### src/pgc_pkg.sv
// Package for the peripheral clock gate controller: register map and types.
package pgc_pkg;

    // ------------------------------------------------------------------
    // Register map
    // ------------------------------------------------------------------
    localparam int          PGC_ADDR_W        = 4;
    localparam logic [3:0]  PGC_GATE_ONE_ADDR = 4'h0;
    localparam logic [3:0]  PGC_PRESENT_ADDR  = 4'h4;
    localparam logic [3:0]  PGC_ACTIVE_ADDR   = 4'h8;
    localparam logic [15:0] PGC_GATE_RESET    = 16'h0000;
    localparam logic [15:0] PGC_GATE_IMPL     = 16'hf9ff;
    localparam logic [15:0] PGC_UNMAPPED_DATA = 16'h0000;

    // ------------------------------------------------------------------
    // Field positions
    // ------------------------------------------------------------------
    localparam int PGC_TIMER5_BIT      = 15;
    localparam int PGC_TIMER1_BIT      = 11;
    localparam int PGC_CODEC_BIT       = 8;
    localparam int PGC_TWO_WIRE_BIT    = 7;
    localparam int PGC_CONVERTER_BIT   = 0;

    // ------------------------------------------------------------------
    // Timing
    // ------------------------------------------------------------------
    localparam int PGC_INSTR_DELAY_CYC = 1;

    // ------------------------------------------------------------------
    // Types
    // ------------------------------------------------------------------
    typedef struct packed {
        logic [PGC_ADDR_W-1:0] addr;
        logic [15:0]           wdata;
        logic                  wr;
        logic                  rd;
    } pgc_bus_req_type;

    typedef enum logic [1:0] {
        PGC_ST_RUN  = 2'b00,
        PGC_ST_WAIT = 2'b01
    } pgc_delay_state_type;

endpackage

### src/pgc_delay.sv
// One-instruction-cycle delay stage between gate bits and peripheral enables.
`timescale 1ns/1ps
`default_nettype none
module pgc_delay
    import pgc_pkg::*;
#(
    parameter int WIDTH = 16,
    parameter int DEPTH = PGC_INSTR_DELAY_CYC
)(
    input  wire logic             clk_i,
    input  wire logic             rst_i,
    input  wire logic [WIDTH-1:0] din_i,
    output logic      [WIDTH-1:0] dout_o
);

    logic [WIDTH-1:0] stage_q [DEPTH];

    always_ff @(posedge clk_i)
    begin
        if (rst_i)
        begin
            for (int i = 0; i < DEPTH; i++)
                stage_q[i] <= '0;
        end
        else
        begin
            stage_q[0] <= din_i;
            for (int i = 1; i < DEPTH; i++)
                stage_q[i] <= stage_q[i-1];
        end
    end

    assign dout_o = stage_q[DEPTH-1];

endmodule
`default_nettype wire

### src/pgc_top.sv
// Peripheral clock gate controller: gate register, clock enables, access gates.
`timescale 1ns/1ps
`default_nettype none
module pgc_top
    import pgc_pkg::*;
#(
    parameter logic [15:0] PRESENT_MASK = PGC_GATE_IMPL,
    parameter int          NUM_AN       = 16
)(
    input  wire logic                  CLK_I,
    input  wire logic                  SYS_RST_I,
    input  wire logic [PGC_ADDR_W-1:0] ADDR_I,
    input  wire logic [15:0]           WDATA_I,
    input  wire logic                  WR_I,
    input  wire logic                  RD_I,
    output logic      [15:0]           RDATA_O,
    input  wire logic [15:0]           PERI_WR_I,
    input  wire logic [15:0]           PERI_RD_I,
    input  wire logic [NUM_AN-1:0]     ANALOG_PIN_CONFIG_BITS_I,
    output logic      [15:0]           CLK_EN_O,
    output logic      [15:0]           PERI_WR_O,
    output logic      [15:0]           PERI_RD_VALID_O,
    output logic      [NUM_AN-1:0]     ANALOG_INPUT_CHANNEL_SEL_O
);

    // ------------------------------------------------------------------
    // Software register
    // ------------------------------------------------------------------
    pgc_bus_req_type req;
    logic [15:0]     gate_q;
    logic [15:0]     active_dly;
    logic [15:0]     active_d;
    logic [15:0]     rdata_q;
    logic [15:0]     clk_en_q;
    logic [15:0]     wr_q;
    logic [15:0]     rd_valid_q;
    logic [NUM_AN-1:0] an_q;
    logic            conv_on;

    assign req = '{addr: ADDR_I, wdata: WDATA_I, wr: WR_I, rd: RD_I};

    function automatic logic [15:0] rd_mux(input logic [PGC_ADDR_W-1:0] a,
                                           input logic [15:0] g,
                                           input logic [15:0] act);
        case (a)
            PGC_GATE_ONE_ADDR: rd_mux = g & PGC_GATE_IMPL;
            PGC_PRESENT_ADDR:  rd_mux = PRESENT_MASK & PGC_GATE_IMPL;
            PGC_ACTIVE_ADDR:   rd_mux = act;
            default:           rd_mux = PGC_UNMAPPED_DATA;
        endcase
    endfunction

    always_ff @(posedge CLK_I)
    begin
        if (SYS_RST_I)
            gate_q <= PGC_GATE_RESET;
        else if (req.wr && req.addr == PGC_GATE_ONE_ADDR)
            gate_q <= req.wdata & PGC_GATE_IMPL;
    end

    always_ff @(posedge CLK_I)
    begin
        if (SYS_RST_I)
            rdata_q <= '0;
        else if (req.rd)
            rdata_q <= rd_mux(req.addr, gate_q, clk_en_q);
        else
            rdata_q <= '0;
    end

    // ------------------------------------------------------------------
    // Enable computation
    // ------------------------------------------------------------------
    // Present and ungated; unimplemented positions can never be active.
    assign active_d = ~gate_q & PRESENT_MASK & PGC_GATE_IMPL;

    // This stage plus the output register gives a two-cycle lag behind the gate register.
    pgc_delay #(
        .WIDTH (16),
        .DEPTH (PGC_INSTR_DELAY_CYC)
    ) u_delay (
        .clk_i  (CLK_I),
        .rst_i  (SYS_RST_I),
        .din_i  (active_d),
        .dout_o (active_dly)
    );

    // ------------------------------------------------------------------
    // Outputs to the gated peripherals
    // ------------------------------------------------------------------
    always_ff @(posedge CLK_I)
    begin
        if (SYS_RST_I)
            clk_en_q <= '0;
        else
            clk_en_q <= active_dly;
    end

    always_ff @(posedge CLK_I)
    begin
        if (SYS_RST_I)
        begin
            wr_q       <= '0;
            rd_valid_q <= '0;
        end
        else
        begin
            wr_q       <= PERI_WR_I & active_dly;
            rd_valid_q <= PERI_RD_I & active_dly;
        end
    end

    assign conv_on = active_dly[PGC_CONVERTER_BIT];

    // A clear selection bit means the pin stays digital.
    always_ff @(posedge CLK_I)
    begin
        if (SYS_RST_I)
            an_q <= '0;
        else if (!conv_on)
            an_q <= '0;
        else
            an_q <= ANALOG_PIN_CONFIG_BITS_I;
    end

    assign RDATA_O                    = rdata_q;
    assign CLK_EN_O                   = clk_en_q;
    assign PERI_WR_O                  = wr_q;
    assign PERI_RD_VALID_O            = rd_valid_q;
    assign ANALOG_INPUT_CHANNEL_SEL_O = an_q;

endmodule
`default_nettype wire

### config.mk
export PLATFORM = sky130hd
export DESIGN_NAME = pgc_top
export DESIGN_NICKNAME = d
export VERILOG_FILES = /design/src/pgc_pkg.sv /design/src/pgc_delay.sv /design/src/pgc_top.sv
export SDC_FILE = /design/constraint.sdc
export NUM_CORES = 1
export LEC_CHECK = 0
export BUFFER_PORTS_ARGS = -buffer_cell sky130_fd_sc_hd__buf_2
export CELL_PAD_IN_SITES_DETAIL_PLACEMENT = 0
export CELL_PAD_IN_SITES_GLOBAL_PLACEMENT = 2
export CORE_MARGIN = 1.5
export CORE_UTILIZATION = 28
export CTS_BUF_LIST = sky130_fd_sc_hd__clkbuf_16
export DETAILED_ROUTE_END_ITERATION = 8
export GPL_TIMING_DRIVEN = 0
export MAX_ROUTING_LAYER = met4
export PLACE_DENSITY = 0.82
export SKIP_CTS_REPAIR_TIMING = 1
export SLEW_MARGIN = 20
export SYNTH_ARGS = -nofsm -noshare
export SYNTH_HDL_FRONTEND = slang
export SYNTH_SLANG_ARGS = --single-unit
### constraint.sdc
create_clock -name CLK_I -period 2.25 [get_ports CLK_I]
set_input_delay 0.1125 -clock CLK_I [delete_from_list [all_inputs] [get_ports CLK_I]]
set_output_delay 0.1125 -clock CLK_I [all_outputs]
set_load 0.01 [all_outputs]
==> results of run 1 <==
path summary, 6_finish.rpt:
kind | start | to | slack, ns | cells after the start
min reg2reg | gate_q[7]$_SDFFE_PP0P_ | u_delay.stage_q[0][7]$_SDFF_PP0_ | 0.44 | 1
max reg2reg | u_delay.stage_q[0][0]$_SDFF_PP0_ | ANALOG_INPUT_CHANNEL_SEL_O[12]$_SDFF_PP0_ | 0.91 | 3
min | PERI_RD_I[13] | PERI_RD_VALID_O[13]$_SDFF_PP0_ | -0.03 | 2
max | u_delay.stage_q[0][0]$_SDFF_PP0_ | ANALOG_INPUT_CHANNEL_SEL_O[12]$_SDFF_PP0_ | 0.91 | 3
cell usage in the layout (no fill, tap or decap):
cell type,count
a21oi_1,14
and2_1,44
and3b_1,1
buf_12,1
buf_2,142
buf_4,8
buf_6,1
clkbuf_1,6
clkbuf_16,9
clkinv_1,3
clkinv_2,1
conb_1,8
dfxtp_1,100
dlygate4sd3_1,41
inv_1,3
mux2i_1,14
nand2_1,16
nand2b_1,28
nor2_1,14
nor2b_1,14
nor3_2,1
nor4b_2,1
nor4b_4,1
o21ai_0,14
synthesized netlist by cell type:
library cell | n | area, sq um
o21ai_0 | 14 | 70.1
buf_2 | 5 | 25.0
buf_12 | 1 | 20.0
nor4b_4 | 1 | 23.8
buf_4 | 8 | 60.1
conb_1 | 1 | 3.75
nand2b_1 | 28 | 175
buf_6 | 1 | 11.3
a21oi_1 | 14 | 70.1
clkbuf_1 | 6 | 22.5
mux2i_1 | 14 | 140
nor2_1 | 14 | 52.6
nor3_2 | 1 | 10.0
dfxtp_1 | 100 | 2000
and2_1 | 44 | 275
nand2_1 | 16 | 60.1
and3b_1 | 1 | 8.76
nor2b_1 | 14 | 87.6
nor4b_2 | 1 | 15.0
worst reg2reg max path, cell delays in order (launching register included):
cell	delay, ns
dfxtp_1	0.30
nor2b_1	0.50
clkbuf_1	0.31
and2_1	0.18
stage by stage:
stage / instance area (sq um) / hold WS, ns / setup WS [ns] / std cells
3_3_place_gp: 4020 / 0.312 / 0.856 / 568
3_5_place_dp: 4020 / 0.314 / 0.811 / 568
5_1_grt: 4680 / 0.00437 / 0.712 / 625
4_1_cts: 4270 / -0.0421 / 0.831 / 584
2_1_floorplan: 3160 / 0.234 / 1.22 / 291
6_report: 4680 / -0.0255 / 0.913 / 625
logic make-up (layout without fill, tap and decap cells):
logic type             count (synthesis)  count (layout)  synth area share [%]
other                                  1               8                 0.120
multiplexers                          14              14                  4.47
AND/OR/NAND/NOR                      120             120                  22.6
buffers and inverters                 21             215                  4.43
AO/OA/AOI/OAI                         28              28                  4.47
flip-flops                           100             100                  63.9
layout make-up:
cell class	count	area (sq um)
Multi-Input combinational cell	170	1020
Timing Repair Buffer	178	1100
Fill cell	1063	6200
Sequential cell	100	2000
Tap cell	140	175
Buffer	21	139
Clock buffer	9	225
Clock inverter	7	27.5
flip-flops by register name, indices dropped and copies added, names as in the netlist:
signal	flops
gate_q	14
PERI_WR_O	14
ANALOG_INPUT_CHANNEL_SEL_O	16
PERI_RD_VALID_O	14
RDATA_O	14
u_delay.stage_q	14
CLK_EN_O	14
routing by layer:
layer,GRT usage [%],part of all wire (%),vias to the layer above
li1,-,-,1277
met1,14.8,42,1101
met2,20.5,51,84
met3,2.57,4.8,11
met4,7.33,2.2,0
met5,-,0,-
power by group through the flow:
stage | sequential [W] | clock, W | combinational [W]
after floorplan | 0.00192 | 0 | 0.0000991
after global placement | 0.00189 | 0 | 0.000250
after detailed placement | 0.00189 | 0 | 0.000254
after CTS | 0.00185 | 0.00138 | 0.000254
after global routing | 0.00186 | 0.00146 | 0.000339
final | 0.00185 | 0.00135 | 0.000306
==> results.md, run 1 <==
* Cts bufs inserted at 9
* FMAX at 748 MHz
* Max Cap Violations at 0
* Sw Ratio at 22.1%
* Cell area after synthesis at 3130 sq um
* Share of layout cells above drive strength 1 at 34.0%
* Num rows at 38
* Vias in the first global route at 2127
* DR vias at 2473
* Reg clk slew, reported paths at 0.06 ns
* Sw Pwr at 0.000775 W
* Hold Path Class: input pin to flip-flop
* Clock H-tree levels at 3
* Initial antenna violation count at 0
* Starting density of the core at 28.8%
* Syn Inst Count at 284
* Min Tclk post-route at 1.34 ns
* Rel. slew slack at 59.2%
* Ys Warns at 0
* Total wire length at 7.58 mm
* Worst Path Arrival at 1.63 ns
* Final setup viols at 0
* CP max stage cell: nor2b_1
* Crit end category: flip-flop
* Fin Clk Skew at 0.00417 ns
* Root Buffer: clkbuf_16
* Total power at 0.00351 W
* Combinational share of power at 8.7%
* Crit path required time at 2.54 ns
* Setup CP Type: flip-flop to flip-flop
* Wire length per cell at 12.1 microns
* Drc violations at 0
* Flip-flop and latch count after synthesis at 100
* Leakage at 2.18 nW
* Horiz. Die Dim at 109 microns
* Worst-path maximum fanout at 10
* Die height at 109 microns
* Clock latency on the worst-skew pair at 0.34 ns
* DP HPWL at 5.18 mm
* Vias per cell at 3.96
* CP delay by family, top: simple AND/OR/NAND/NOR gates
* Largest net degree at the start of global routing at 15
* Antenna Cells at 0
* Unrepaired setup endpoints after global routing: false
* Status: finished, violations left
* DIE AREA at 11800 sq um
* GPL Wtd Cong at 0.685
* Failing checks: hold timing
* GRT Overall Usage at 12.7%
* Slowest stage delay, CP at 0.50 ns
* WHS at -0.0255 ns
* TritonCTS clock tree: built
* Hold Vio Cnt, Final at 3
* Grt ovf at 0
* Max-slew violations at 0
* Maximum vdd drop at 0.352 mV
* Int Pwr at 0.00273 W
* Final setup TNS at 0 ns
* Power density cells at 749 nW/um^2
* Worst path buffer plus inverter count at 1
* Quantity of I/O buffers inserted on ports at 137
* Syn-to-layout area delta at 49.5%
* Crit start category: flip-flop
* Iteration-0 DRC Markers at 60
* Area of the core region at 10900 sq um
* Avg Cell Area, Syn at 11.0 sq um
* Tcrit/Tclk final at 59.4%
* Clk pwr share at 38.4%
* Sequential share of the synthesized area at 63.9%
* Sink Count at 100
* Routed Antenna Nets at 0
* Max clock buf depth at 2
* Final core occ at 43.0%
* Layout Nets at 552
* First-pass GRT wire length at 10.6 mm
* Drt first pass iters at 4
* Seq pwr share at 52.9%
* Worst slew pin tran at 0.610 ns
* Cell chain of the critical path: nor2b_1 > clkbuf_1 > and2_1
* Yosys cell types at 19
* # IOs at 152
(Power assumes the default switching activity.)
==> run 2, diff against run 1 <==
--- a/config.mk
+++ b/config.mk
@@ -9,12 +9,12 @@
 export CELL_PAD_IN_SITES_DETAIL_PLACEMENT = 0
 export CELL_PAD_IN_SITES_GLOBAL_PLACEMENT = 2
 export CORE_MARGIN = 1.5
-export CORE_UTILIZATION = 28
+export CORE_UTILIZATION = 26
 export CTS_BUF_LIST = sky130_fd_sc_hd__clkbuf_16
 export DETAILED_ROUTE_END_ITERATION = 8
 export GPL_TIMING_DRIVEN = 0
 export MAX_ROUTING_LAYER = met4
-export PLACE_DENSITY = 0.82
+export PLACE_DENSITY = 0.77
 export SKIP_CTS_REPAIR_TIMING = 1
 export SLEW_MARGIN = 20
 export SYNTH_ARGS = -nofsm -noshare
==> constraint.sdc (replaced) <==
create_clock -name CLK_I -period 1.3 [get_ports CLK_I]
set_input_delay 0.065 -clock CLK_I [delete_from_list [all_inputs] [get_ports CLK_I]]
set_output_delay 0.065 -clock CLK_I [all_outputs]
set_load 0.01 [all_outputs]
==> run 2 against run 1 <==
Net effect: the run still ends with hold timing left; sequential share of layout area shrank 1.8 points; count of clock-buffer cells in the layout did not move; cell area up 4.5%; clock power is 110% higher; core utilization decreased by 0.69 points; worst setup slack worse by 0.72 ns; clock skew increased by 0.0032 ns; sequential power increased by 74%; total power is 88% higher; critical path type unchanged; highest routed layer unchanged.
==> results.md, run 2 (synthesized netlist as in run 1, its figures left out) <==
* Status: finished, violations left
* Failing checks: hold timing
* Root Buffer: clkbuf_16
* Tcrit/Tclk final at 85.1% (+26 points)
* Layout Nets at 566 (+2.5%)
* Clock latency on the worst-skew pair at 0.35 ns (about the same)
* Share of layout cells above drive strength 1 at 34.3% (+0.25 points)
* Drc violations at 0 (unchanged)
* Max-slew violations at 0 (unchanged)
* Hold Vio Cnt, Final at 3 (unchanged)
* Crit start category: flip-flop
* Max reg flops at 16 (unchanged)
* Quantity of I/O buffers inserted on ports at 137 (unchanged)
* Met2 routed WL at 3.96 mm (+3.1%)
* Total wire length at 7.95 mm (+5.0%)
* Top Layer Used: met4
* Horiz. Die Dim at 113 microns (+3.7%)
* Maximum vdd drop at 0.632 mV (+79%)
* DR vias at 2541 (+2.7%)
* TritonCTS clock tree: built
* DP Area at 4020 sq um (about the same)
* Met3 wire len at 470 microns (+30%)
* Cell area after layout at 4890 sq um (+4.5%)
* Crit path required time at 1.59 ns (-0.95 ns)
* Power density cells at 1340 nW/um^2 (+79%)
* Max clock buf depth at 2 (unchanged)
* DIE AREA at 12700 sq um (+7.5%)
* Hold Path Class: input pin to flip-flop
* Clock H-tree levels at 3 (unchanged)
* Rel. slew slack at 60.4% (+1.2 points)
* Leakage at 2.26 nW (+3.6%)
* M1 WL at 3.37 mm (+5.1%)
* DP HPWL at 5.40 mm (+4.2%)
* Drt first pass iters at 4 (unchanged)
* GPL Wtd Cong at 0.703 (+2.7%)
* Unrepaired setup endpoints after global routing: false
* Fill cell count at 1135 (+6.8%)
* Num rows at 39 (+2.6%)
* Cts bufs inserted at 9 (unchanged)
* Commonest non-fill, non-tap cell in the layout: buf_2
* Largest net degree at the start of global routing at 17 (+2)
* Worst Path Arrival at 1.40 ns (-0.23 ns)
* Grt ovf at 0 (unchanged)
* Vias per cell at 3.95 (-0.13%)
* Setup CP Type: flip-flop to flip-flop
* Final setup TNS at 0 ns (unchanged)
* Crit end category: flip-flop
* # IOs at 152 (unchanged)
* Final core occ at 42.3% (-0.69 points)
* Die height at 113 microns (+3.7%)
* Sink Count at 100 (unchanged)
* First-pass GRT wire length at 11.4 mm (+7.4%)
* R2R Setup Slk at 0.19 ns (-0.72 ns)
* Fin Clk Skew at 0.00733 ns (+0.00315 ns)
* WHS at -0.0188 ns (+0.00670 ns)
* Syn-to-layout area delta at 56.2%
* Routed Antenna Nets at 0 (unchanged)
* Wire length per cell at 12.4 microns (+2.0%)
* Area of the core region at 11600 sq um (+6.2%)
* Iteration-0 DRC Markers at 99 (+65%)
* FMAX at 904 MHz (+21%)
* GRT Overall Usage at 12.5% (-0.20 points)
* Final setup viols at 0 (unchanged)
* Initial antenna violation count at 1 (+1)
* Worst slew pin tran at 0.594 ns (-0.0161 ns)
* Vias in the first global route at 2225 (+4.6%)
* Commonest non-fill, non-tap cells in the layout: 142 x buf_2, 100 x dfxtp_1, 55 x dlygate4sd3_1, 44 x and2_1, 28 x nand2b_1
* Max Cap Violations at 0 (unchanged)
* Min Tclk post-route at 1.11 ns (-0.232 ns)
* Worst-path maximum fanout at 10 (unchanged)
* Reg clk slew, reported paths at 0.07 ns (about the same)
* Starting density of the core at 27.1% (-1.7 points)
==> run 2: cell count changes in the layout (fill, tap and decap cells not counted), sizes merged <==
cell,change
clkinv,-1
dlygate4sd3,+14
inv,-2
bufinv,+2
clkinvlp,+1
diode,+1
==> run 2: path summary, 6_finish.rpt <==
path	startpoint	to	cells past startpoint
min	WDATA_I[4]	gate_q[4]$_SDFFE_PP0P_	3
max reg2reg	u_delay.stage_q[0][0]$_SDFF_PP0_	ANALOG_INPUT_CHANNEL_SEL_O[14]$_SDFF_PP0_	3
max	u_delay.stage_q[0][0]$_SDFF_PP0_	ANALOG_INPUT_CHANNEL_SEL_O[14]$_SDFF_PP0_	3
min reg2reg	gate_q[2]$_SDFFE_PP0P_	u_delay.stage_q[0][2]$_SDFF_PP0_	1
==> run 2: worst max-delay path, stage by stage (launching register included) <==
cell and delay [ns]:
dfxtp_1 0.31, nor2b_2 0.35, clkbuf_2 0.26, and2_1 0.14
==> run 2: cell type report <==
cell class                 count  area (sq um)  area share [%]
clock inverter                 7          88.8            1.81
timing repair buffer         192          1240            25.3
clock buffer                   9           225            4.60
tap                          143           179            3.66
buffer                        21           140            2.86
sequential                   100          2000            40.9
multi-input combinational    170          1020            20.9
antenna                        1          2.50          0.0511
==> run 2: metrics by stage <==
stage	power, W	setup WS, ns	instances
6_report	0.00658	0.194	643
5_1_grt	0.00687	0.0493	643
4_1_cts	0.00655	-0.124	587
3_5_place_dp	0.00372	-0.117	571
3_3_place_gp	0.00371	-0.112	571
2_1_floorplan	0.00349	0.305	291
==> run 2: power by group <==
group	switching, W	total [W]	internal, W
combinational	0.000239	0.000567	0.000327
clock	0.00113	0.00281	0.00167
sequential	0.0000319	0.00321	0.00317
total	0.00140	0.00658	0.00518
==> run 2: metal layers <==
metal  global-route usage [%]  vias to the layer above
li1                         -                     1309
met2                     20.1                       84
met5                        -                        -
met3                     4.12                       11
met1                     14.2                     1137
met4                     6.08                        0
==> run 3, diff against run 2 <==
--- a/config.mk
+++ b/config.mk
@@ -14,7 +14,7 @@
 export DETAILED_ROUTE_END_ITERATION = 8
 export GPL_TIMING_DRIVEN = 0
 export MAX_ROUTING_LAYER = met4
-export PLACE_DENSITY = 0.77
+export PLACE_DENSITY_LB_ADDON = 0.1
 export SKIP_CTS_REPAIR_TIMING = 1
 export SLEW_MARGIN = 20
 export SYNTH_ARGS = -nofsm -noshare
==> run 3 against run 2 <==
Net effect: the flow still finishes with violations (hold timing); sequential power barely moved; wire length decreased by 0.83%; maximum frequency is 2.7% higher; cell count is 0.31% lower; critical path type is now input pin to flip-flop; critical endpoint is now u_delay.stage_q[0][4]$_SDFF_PP0_.
==> results.md, run 3 (synthesized netlist as in run 1, its figures left out) <==
* Status: finished, violations left
* Failing checks: hold timing
* Fill cell count at 1168 (+2.9%)
* Seq pwr share at 47.3% (-1.4 points)
* Multi-input logic area at 1020 sq um (unchanged)
* Clk pwr share at 44.4% (+1.8 points)
* Routed Antenna Nets at 0 (unchanged)
* DP HPWL at 5.29 mm (-1.9%)
* Combinational share of power at 8.3% (-0.3 points)
* Tcrit/Tclk final at 82.8% (-2.3 points)
* Sink Count at 100 (unchanged)
* Final setup viols at 0 (unchanged)
* Initial antenna violation count at 0 (-1)
* Drc violations at 0 (unchanged)
* Antenna Cells at 0 (-1)
* Syn-to-layout area delta at 56.6%
* Vias in the first global route at 2223 (-0.090%)
* Max Cap Violations at 0 (unchanged)
* Min Tclk post-route at 1.08 ns (-0.0295 ns)
* Largest net degree at the start of global routing at 17 (unchanged)
* Unrepaired setup endpoints after global routing: false
* Commonest non-fill, non-tap cells in the layout: 142 x buf_2, 100 x dfxtp_1, 54 x dlygate4sd3_1, 44 x and2_1, 28 x nand2b_1
* Worst-path maximum fanout at 10 (unchanged)
* Hold Vio Cnt, Final at 4 (+1)
* Sw Pwr at 0.00141 W (+0.57%)
* Sw Ratio at 20.8% (-0.53 points)
* Iteration-0 DRC Markers at 66 (-33%)
* Grt ovf at 0 (unchanged)
* Max clock buf depth at 2 (unchanged)
* Cts bufs inserted at 9 (unchanged)
* Crit start category: input pin
* FMAX at 929 MHz (+2.7%)
* Clock H-tree levels at 3 (unchanged)
* DIE AREA at 12700 sq um (unchanged)
* Max reg flops at 16 (unchanged)
* Commonest non-fill, non-tap cell in the layout: buf_2
* GPL Wtd Cong at 0.669 (-4.9%)
* Hold Path Class: input pin to flip-flop
* Rel. slew slack at 58.8% (-1.6 points)
* Leakage at 2.26 nW (+0.27%)
* Area of the core region at 11600 sq um (unchanged)
* Clock latency on the worst-skew pair at 0.34 ns (about the same)
* Layout Nets at 565 (-0.18%)
* Worst Path Arrival at 1.29 ns (-0.11 ns)
* # IOs at 152 (unchanged)
* Fin Clk Skew at 0.00643 ns (-0.000893 ns)
* Max-slew violations at 0 (unchanged)
* First-pass GRT wire length at 11.3 mm (-0.91%)
* Crit end category: flip-flop
* Reg clk slew, reported paths at 0.07 ns (about the same)
* Crit path required time at 1.51 ns (-0.08 ns)
* WHS at -0.0140 ns (+0.00478 ns)
* Worst setup margin at 0.224 ns (+0.0295 ns)
* Die height at 113 microns (unchanged)
* Quantity of I/O buffers inserted on ports at 137 (unchanged)
* Vias per cell at 3.89 (-1.7%)
* FF/Latch Area at 2000 sq um (unchanged)
* Num rows at 39 (unchanged)
* Setup CP Type: input pin to flip-flop
* Pre-CTS WS at -0.161 ns (-0.0440 ns)
* Int Pwr at 0.00537 W (+3.8%)
* Share of layout cells above drive strength 1 at 34.3% (+0.069 points)
* Total wire length at 7.89 mm (-0.83%)
* GRT Overall Usage at 12.4% (-0.13 points)
* Final setup TNS at 0 ns (unchanged)
* Maximum vdd drop at 1.00 mV (+58%)
* Drt first pass iters at 4 (unchanged)
* Starting density of the core at 27.1% (unchanged)
* Wire length per cell at 12.3 microns (-0.52%)
* DR vias at 2491 (-2.0%)
* Root Buffer: clkbuf_16
* Worst slew pin tran at 0.618 ns (+0.0242 ns)
* TritonCTS clock tree: built
* Horiz. Die Dim at 113 microns (unchanged)
* Power density cells at 1380 nW/um^2 (+2.8%)
-- run 3: path summary, 6_finish.rpt --
kind,start,end,slack (ns),depth (start not counted)
hold / removal,WDATA_I[0],gate_q[0]$_SDFFE_PP0P_,-0.01,3
hold reg to reg,gate_q[5]$_SDFFE_PP0P_,u_delay.stage_q[0][5]$_SDFF_PP0_,0.44,1
setup / recovery,SYS_RST_I,u_delay.stage_q[0][4]$_SDFF_PP0_,0.22,5
setup reg to reg,u_delay.stage_q[0][0]$_SDFF_PP0_,ANALOG_INPUT_CHANNEL_SEL_O[11]$_SDFF_PP0_,0.23,3
-- run 3: area by class of cell --
cell class                 count  area share [%]
sequential                   100            40.8
timing repair buffer         191            25.0
multi-input combinational    170            20.8
clock buffer                   9            4.59
tap                          143            3.65
buffer                        21            2.86
clock inverter                 7            2.32
-- run 3: power by group through the flow --
| stage | Clock (W) | Combinational (W) | Sequential (W) |
|---|---|---|---|
| 2_1_floorplan | 0 | 0.000172 | 0.00332 |
| 3_3_place_gp | 0 | 0.000440 | 0.00327 |
| 3_5_place_dp | 0 | 0.000446 | 0.00327 |
| 4_1_cts | 0.00311 | 0.000446 | 0.00321 |
| 5_1_grt | 0.00326 | 0.000621 | 0.00321 |
| 6_report | 0.00301 | 0.000565 | 0.00320 |
-- run 3: per-layer routing --
metal	global-route usage, %	vias up	wire (microns)
li1	-	1300	-
met1	15.0	1088	3580
met2	18.5	93	3660
met3	5.36	10	538
met4	4.30	0	108
met5	-	-	0
-- run 3: critical path: stages --
cell      delay [ns]
buf_2           0.11
buf_2           0.25
buf_2           0.26
clkbuf_1        0.51
nor2_1          0.09
-- run 3: metrics by stage --
stage / cells / power (W) / instance area (sq um) / util (%) / hold WS [ns]
CTS: 587 / 0.00676 / 4360 / 37.7 / -0.0995
global placement: 571 / 0.00371 / 4020 / 34.8 / 0.264
detailed placement: 571 / 0.00372 / 4020 / 34.8 / 0.268
finish: 641 / 0.00678 / 4910 / 42.4 / -0.0140
floorplan: 291 / 0.00349 / 3160 / - / 0.187
global route: 641 / 0.00709 / 4910 / 42.4 / 0.000141
